<file path="src/include/pdc_defines.svh">
// Offsets, field positions, reset values and codes of the PLL divider bank
`ifndef PDC_DEFINES_SVH
`define PDC_DEFINES_SVH
// ----------------------------------------
// Register offsets
// ----------------------------------------
`define PDC_REF_DIVIDER_OUT1_CONTROL 8'h18
`define PDC_INT_DIVIDER_HIGH 8'h19
`define PDC_INT_DIVIDER_LOW 8'h1a
`define PDC_FRAC_NUMERATOR_BYTE2 8'h1b
`define PDC_FRAC_NUMERATOR_BYTE1 8'h1c
`define PDC_FRAC_NUMERATOR_BYTE0 8'h1d
`define PDC_FRAC_DENOMINATOR_BYTE2 8'h1e
`define PDC_FRAC_DENOMINATOR_BYTE1 8'h1f
`define PDC_FRAC_DENOMINATOR_BYTE0 8'h20
`define PDC_MODULATOR_CONTROL 8'h21
`define PDC_SYNTH_CONTROL0 8'h22
// ----------------------------------------
// Field positions
// ----------------------------------------
`define PDC_TRISTATE_BIT 4
`define PDC_RDIV_BIT 0
`define PDC_DOUBLER_BIT 5
`define PDC_DITHER_LSB 2
`define PDC_ORDER_LSB 0
`define PDC_CP_LSB 0
// ----------------------------------------
// Reset values and codes
// ----------------------------------------
`define PDC_TRISTATE_RST 1'h1
`define PDC_RDIV_RST 1'h0
`define PDC_NDIV_RST 12'h032
`define PDC_NUM_RST 22'h000000
`define PDC_DEN_RST 22'h000000
`define PDC_DITHER_WEAK 2'h0
`define PDC_DITHER_OFF 2'h3
`define PDC_ORDER_INT 2'h0
`define PDC_ORDER_THIRD 2'h3
`define PDC_DOUBLER_RST 1'h1
`define PDC_CP_LOW 4'h4
`define PDC_CP_HIGH 4'h8
`endif

</file>
<file path="src/include/pdc_pkg.sv">
// Types shared by the PLL divider bank
package pdc_pkg;
  typedef struct packed {
    logic wr;
    logic rd;
    logic [7:0] addr;
    logic [7:0] wdata;
  } pdc_req_type;

  typedef struct packed {
    logic tristate;
    logic rdiv4;
    logic [11:0] ndiv;
    logic [21:0] num;
    logic [21:0] den;
    logic [1:0] dither;
    logic [1:0] order;
    logic doubler;
    logic [3:0] cp;
  } pdc_cfg_type;
endpackage

</file>
<file path="src/hw/pdc_regs.sv">
// Byte-wide configuration register bank of the fractional-N synthesizer
`include "pdc_defines.svh"

module pdc_regs (
  input wire logic mclk_in,
  input wire logic rst_in,
  input wire logic ce_in,
  input wire pdc_pkg::pdc_req_type req_in,
  output pdc_pkg::pdc_cfg_type cfg_out,
  output logic [21:0] frac_num_applied_out,
  output logic frac_active_out,
  output logic [7:0] rdata_out,
  output logic rvalid_out
);
  // ----------------------------------------
  // State
  // ----------------------------------------
  pdc_pkg::pdc_cfg_type cfg;
  pdc_pkg::pdc_cfg_type next_cfg;
  logic [21:0] frac_num_applied;
  logic frac_active;
  logic [7:0] rdata;
  logic rvalid;

  function automatic logic hit(input pdc_pkg::pdc_req_type r, input logic [7:0] a);
    hit = r.wr && (r.addr == a);
  endfunction

  // ----------------------------------------
  // Write decode
  // ----------------------------------------
  wire logic w_ctl = hit(req_in, `PDC_REF_DIVIDER_OUT1_CONTROL);
  wire logic w_nhi = hit(req_in, `PDC_INT_DIVIDER_HIGH);
  wire logic w_nlo = hit(req_in, `PDC_INT_DIVIDER_LOW);
  wire logic w_nm2 = hit(req_in, `PDC_FRAC_NUMERATOR_BYTE2);
  wire logic w_nm1 = hit(req_in, `PDC_FRAC_NUMERATOR_BYTE1);
  wire logic w_nm0 = hit(req_in, `PDC_FRAC_NUMERATOR_BYTE0);
  wire logic w_dn2 = hit(req_in, `PDC_FRAC_DENOMINATOR_BYTE2);
  wire logic w_dn1 = hit(req_in, `PDC_FRAC_DENOMINATOR_BYTE1);
  wire logic w_dn0 = hit(req_in, `PDC_FRAC_DENOMINATOR_BYTE0);
  wire logic w_mod = hit(req_in, `PDC_MODULATOR_CONTROL);
  wire logic w_syn = hit(req_in, `PDC_SYNTH_CONTROL0);
  wire logic [7:0] wd = req_in.wdata;
  wire logic [3:0] wd_cp = wd[`PDC_CP_LSB +: 4];
  // Unsupported pump codes would stress the loop, so they are dropped
  wire logic cp_ok = (wd_cp == `PDC_CP_LOW) || (wd_cp == `PDC_CP_HIGH);

  always_comb begin
    next_cfg = cfg;
    if (w_ctl) begin
      next_cfg.tristate = wd[`PDC_TRISTATE_BIT];
      next_cfg.rdiv4 = wd[`PDC_RDIV_BIT];
    end
    if (w_nhi) begin
      next_cfg.ndiv[11:8] = wd[3:0];
    end
    if (w_nlo) begin
      next_cfg.ndiv[7:0] = wd;
    end
    if (w_nm2) begin
      next_cfg.num[21:16] = wd[5:0];
    end
    if (w_nm1) begin
      next_cfg.num[15:8] = wd;
    end
    if (w_nm0) begin
      next_cfg.num[7:0] = wd;
    end
    if (w_dn2) begin
      next_cfg.den[21:16] = wd[5:0];
    end
    if (w_dn1) begin
      next_cfg.den[15:8] = wd;
    end
    if (w_dn0) begin
      next_cfg.den[7:0] = wd;
    end
    if (w_mod) begin
      next_cfg.dither = wd[`PDC_DITHER_LSB +: 2];
      next_cfg.order = wd[`PDC_ORDER_LSB +: 2];
    end
    if (w_syn) begin
      next_cfg.doubler = wd[`PDC_DOUBLER_BIT];
    end
    if (w_syn && cp_ok) begin
      next_cfg.cp = wd_cp;
    end
  end

  // ----------------------------------------
  // Read selection
  // ----------------------------------------
  // reserved bits zero
  logic [7:0] rsel;
  always_comb begin
    rsel = 8'h00;
    unique case (req_in.addr)
      `PDC_REF_DIVIDER_OUT1_CONTROL: rsel = {3'h0, cfg.tristate, 3'h0, cfg.rdiv4};
      `PDC_INT_DIVIDER_HIGH: rsel = {4'h0, cfg.ndiv[11:8]};
      `PDC_INT_DIVIDER_LOW: rsel = cfg.ndiv[7:0];
      `PDC_FRAC_NUMERATOR_BYTE2: rsel = {2'h0, cfg.num[21:16]};
      `PDC_FRAC_NUMERATOR_BYTE1: rsel = cfg.num[15:8];
      `PDC_FRAC_NUMERATOR_BYTE0: rsel = cfg.num[7:0];
      `PDC_FRAC_DENOMINATOR_BYTE2: rsel = {2'h0, cfg.den[21:16]};
      `PDC_FRAC_DENOMINATOR_BYTE1: rsel = cfg.den[15:8];
      `PDC_FRAC_DENOMINATOR_BYTE0: rsel = cfg.den[7:0];
      `PDC_MODULATOR_CONTROL: rsel = {4'h0, cfg.dither, cfg.order};
      `PDC_SYNTH_CONTROL0: rsel = {2'h0, cfg.doubler, 1'h0, cfg.cp};
      default: rsel = 8'h00;
    endcase
  end

  wire logic next_frac_active = (next_cfg.order != `PDC_ORDER_INT);
  wire logic [21:0] next_applied = next_frac_active ? next_cfg.num : 22'h000000;

  // ----------------------------------------
  // Registers
  // ----------------------------------------
  // Reset wins over the enable so a frozen bank can still be cleared
  always_ff @(posedge mclk_in) begin
    if (rst_in) begin
      cfg <= {`PDC_TRISTATE_RST, `PDC_RDIV_RST, `PDC_NDIV_RST, `PDC_NUM_RST, `PDC_DEN_RST,
              `PDC_DITHER_OFF, `PDC_ORDER_INT, `PDC_DOUBLER_RST, `PDC_CP_HIGH};
      frac_num_applied <= 22'h000000;
      frac_active <= 1'h0;
      rdata <= 8'h00;
      rvalid <= 1'h0;
    end else if (ce_in) begin
      cfg <= next_cfg;
      frac_num_applied <= next_applied;
      frac_active <= next_frac_active;
      rdata <= req_in.rd ? rsel : 8'h00;
      rvalid <= req_in.rd;
    end
  end

  assign cfg_out = cfg;
  assign frac_num_applied_out = frac_num_applied;
  assign frac_active_out = frac_active;
  assign rdata_out = rdata;
  assign rvalid_out = rvalid;
endmodule // pdc_regs

</file>
<file path="config.mk">
export PLATFORM = sky130hd
export DESIGN_NAME = pdc_regs
export DESIGN_NICKNAME = d
export VERILOG_FILES = /design/src/include/pdc_pkg.sv /design/src/hw/pdc_regs.sv
export VERILOG_INCLUDE_DIRS = /design/src /design/src/include
export SDC_FILE = /design/constraint.sdc
export NUM_CORES = 1
export LEC_CHECK = 0
export BUFFER_PORTS_ARGS = -buffer_cell sky130_fd_sc_hd__buf_2
export CELL_PAD_IN_SITES_DETAIL_PLACEMENT = 1
export CELL_PAD_IN_SITES_GLOBAL_PLACEMENT = 1
export CORE_ASPECT_RATIO = 1.2
export CORE_MARGIN = 4
export CORE_UTILIZATION = 39
export DETAILED_ROUTE_END_ITERATION = 12
export MAX_ROUTING_LAYER = met4
export PLACE_DENSITY_LB_ADDON = 0.12
export SYNTH_ARGS = -nofsm -noshare
export SYNTH_HDL_FRONTEND = slang
export SYNTH_SLANG_ARGS = --single-unit
</file>
<file path="constraint.sdc">
create_clock -name mclk_in -period 2.4 [get_ports mclk_in]
set_clock_uncertainty 0.15 [all_clocks]
set_input_delay 0.48 -clock mclk_in [delete_from_list [all_inputs] [get_ports mclk_in]]
set_output_delay 0.48 -clock mclk_in [all_outputs]
set_load 0.05 [all_outputs]
</file>
==> flow_summary_export.csv <==
group,metric,value,unit
grt,grt_pass1_vias,4159,
setup_path,cp-end-kind,"register",
detailed_routing,drc_errors,0,
pwr,ir_drop,383,uV
synth,synth_edf_count,0,
floorplan,fp.coreArea,11100,sq um
setup_path,cp_data_arrival_time,2140,ps
setup_path,crit_required,2460,ps
timing,hold_viol_final,0,
synth,synthCells,462,
synth,ys_ff_latch,99,
detailed_routing,vias_per_cell,5.39,
timing,fin_crit,2080,ps
synth,synth_mux_area_frac,0.231,
synth,syn_avg_cell_area,9.59,sq um
place,placed_area,5270,sq um
setup_path,path_class,"input port to register",
detailed_routing,maxUsedRoutingLayer,"met4",
synth,seq_area_frac_synth,0.447,
layout,fillCellCount,1317,
detailed_routing,wire_per_inst,21.3,um
pwr,total_power,3.36,mW
timing,relSlewSlack,0.662,
layout,area_growth,25.8,%
layout,drive_above_1_share,0.308,
detailed_routing,wl_met2,8080,um
setup_path,crit_path_max_fanout,12,
clock_network,cts_tree,"built",
clock_network,cts_max_level,3,
worst_hold_path,hold_class,"register to register",
place,gp_congestion,0.866,
detailed_routing,dr.pass1.iters,5,
layout,finalNetCount,604,
place,dpl.hpwl,11500,um
floorplan,start_util,0.399,
clock_network,clk_pin_slew,70,ps
clock_network,cts_buffers,9,
layout,design_area,5570,sq um
pwr,power.density,603,nW/um^2
clock_network,cts_setup_buffers,0,
timing,rsz0062_at_grt,"no",
place,port_buffers,119,
synth,synth-main-ff-cell,"dfxtp_1",
grt,track_usage,0.247,
floorplan,ios,120,
floorplan,die_x,105,um
grt,antenna_found_initial,0,
timing,worst_pin_slew,503,ps
status,status,"complete, no violations",
clock_network,clk_latency,350,ps
synth,async_reset_ff_frac,0,
floorplan,fp.dieArea,13100,sq um
timing,fin_crit_sh,0.866,
synth,synth_top_family_by_area,"multiplexers",
synth,synth_warnings,0,
synth,synth-compound-area-share,0.109,
clock_network,root_buffer,"clkbuf_16",
synth,syn_area,4430,sq um
timing,timing.hold.ws,294,ps
synth,synthesis.nets,483,
synth,synthAdderAreaFrac,0,
timing,fin_setup_tns,0,ps
detailed_routing,drtAntennaViolNets,0,
job,cap_violations,0,
timing,timing.fmax,481,MHz
detailed_routing,wl_met3,668,um
layout,layout_common_cells,"119 x buf_2, 99 x dfxtp_1, 91 x mux2i_1",
layout,final_util,0.503,
detailed_routing,drt_wl_total,15800,um
floorplan,die_h,125,um
synth,synth-xor-area-share,0.00198,
clock_network,cts_resized,0,
timing,setup_violations,0,
timing,final_max_slew_viol_count,0,
grt,grt_pass1_wl,24400,um
layout,layout_commonest_cell,"buf_2",
setup_path,start_kind,"input port",
synth,yosys.area_share.simple,0.167,
floorplan,row_count,42,
grt,grt_start_max_net_pins,53,
clock_network,clockBufferDepth,2,
detailed_routing,vias,4002,
layout,antenna_cells,0,
detailed_routing,first_iter_violations,221,
detailed_routing,wl_met1,6860,um
synth,ys_types,48,
clock_network,numClockSinks,99,
clock_network,cts_hold_buf,0,
grt,overflow,0,
pwr,leakagePower,2.92,nW
final timing paths:
path                                   startpoint                              endpoint  cells after the start  slack, ps
max reg2reg              cfg_out[19]$_SDFFE_PP0P_             rdata_out[2]$_SDFFE_PP0P_                      5        470
max                                     req_in[9]             rdata_out[2]$_SDFFE_PP0P_                      7        320
min reg2reg  frac_num_applied_out[7]$_SDFFE_PP0P_  frac_num_applied_out[7]$_SDFFE_PP0P_                      2        290
min          frac_num_applied_out[7]$_SDFFE_PP0P_  frac_num_applied_out[7]$_SDFFE_PP0P_                      2        290
routing by layer:
metal	global-route usage	vias up
met5	-	-
met4	0.0734	0
met3	0.0275	16
met2	0.424	120
met1	0.303	1996
li1	-	1870
Yosys cell counts (2+ instances only):
cell | count | area (sq um)
nand2b_1 | 4 | 25.0
o2bb2ai_1 | 6 | 52.6
nor2b_1 | 6 | 37.5
and4_1 | 2 | 17.5
a21oi_1 | 9 | 45.0
mux4_2 | 3 | 67.6
nand4_1 | 2 | 12.5
inv_1 | 7 | 26.3
nand2_1 | 35 | 131
mux2_2 | 4 | 45.0
nand3_2 | 7 | 70.1
a32oi_1 | 3 | 26.3
and2_1 | 4 | 25.0
a211o_1 | 5 | 43.8
and3_1 | 2 | 12.5
buf_2 | 12 | 60.1
a22oi_1 | 5 | 37.5
o22ai_1 | 2 | 12.5
a22o_1 | 2 | 17.5
a31oi_1 | 3 | 18.8
nor2_2 | 2 | 12.5
nor2_1 | 66 | 248
buf_6 | 2 | 22.5
nand3_1 | 11 | 55.1
buf_4 | 2 | 15.0
a21o_1 | 2 | 15.0
o21ai_1 | 20 | 100
o21ai_0 | 9 | 45.0
clkbuf_1 | 18 | 67.6
dfxtp_1 | 99 | 1980
mux2i_1 | 91 | 911
layout make-up:
type	instances	area, sq um	area share
sequential	99	1980	0.356
timing repair buffer	144	808	0.145
multi-input combinational	322	2260	0.405
inverter	7	26.3	0.00471
tap	154	193	0.0346
clock buffer	13	260	0.0467
clock inverter	3	46.3	0.00831
cell families (layout without fill, tap and decap cells):
| group | after synthesis | in the layout |
|---|---|---|
| multiplexers | 98 | 98 |
| AO/OA/AOI/OAI | 74 | 74 |
| AND/OR/NAND/NOR | 149 | 149 |
| flip-flops | 99 | 99 |
| XOR/XNOR | 1 | 1 |
| buffers and inverters | 41 | 167 |
registers in the layout, summed over array words and instances, names as in the netlist:
name                  count
rvalid_out                1
frac_active_out           1
frac_num_applied_out     22
rdata_out                 8
cfg_out                  67
per-stage QoR:
stage                     instances  setup WS, ps
after floorplan                 462           471
after global placement          726          29.4
after detailed placement        726         -3.00
after CTS                       742           375
after global routing            742           243
final                           742           320
critical path, stage by stage:
cell      delay, ps
buf_2           290
nor2b_1         120
buf_4           190
a221oi_1        360
nor3_1           80
a311oi_1        460
o21ai_0         140
where the power goes:
part           total [mW]  leakage [nW]  internal [mW]  switching, mW
clock                1.51         0.146          0.869          0.643
combinational       0.207          1.98         0.0619          0.145
sequential           1.64         0.797           1.64        0.00120
total                3.36          2.92           2.57          0.789
Note: power is estimated with default switching activity, not from simulation.
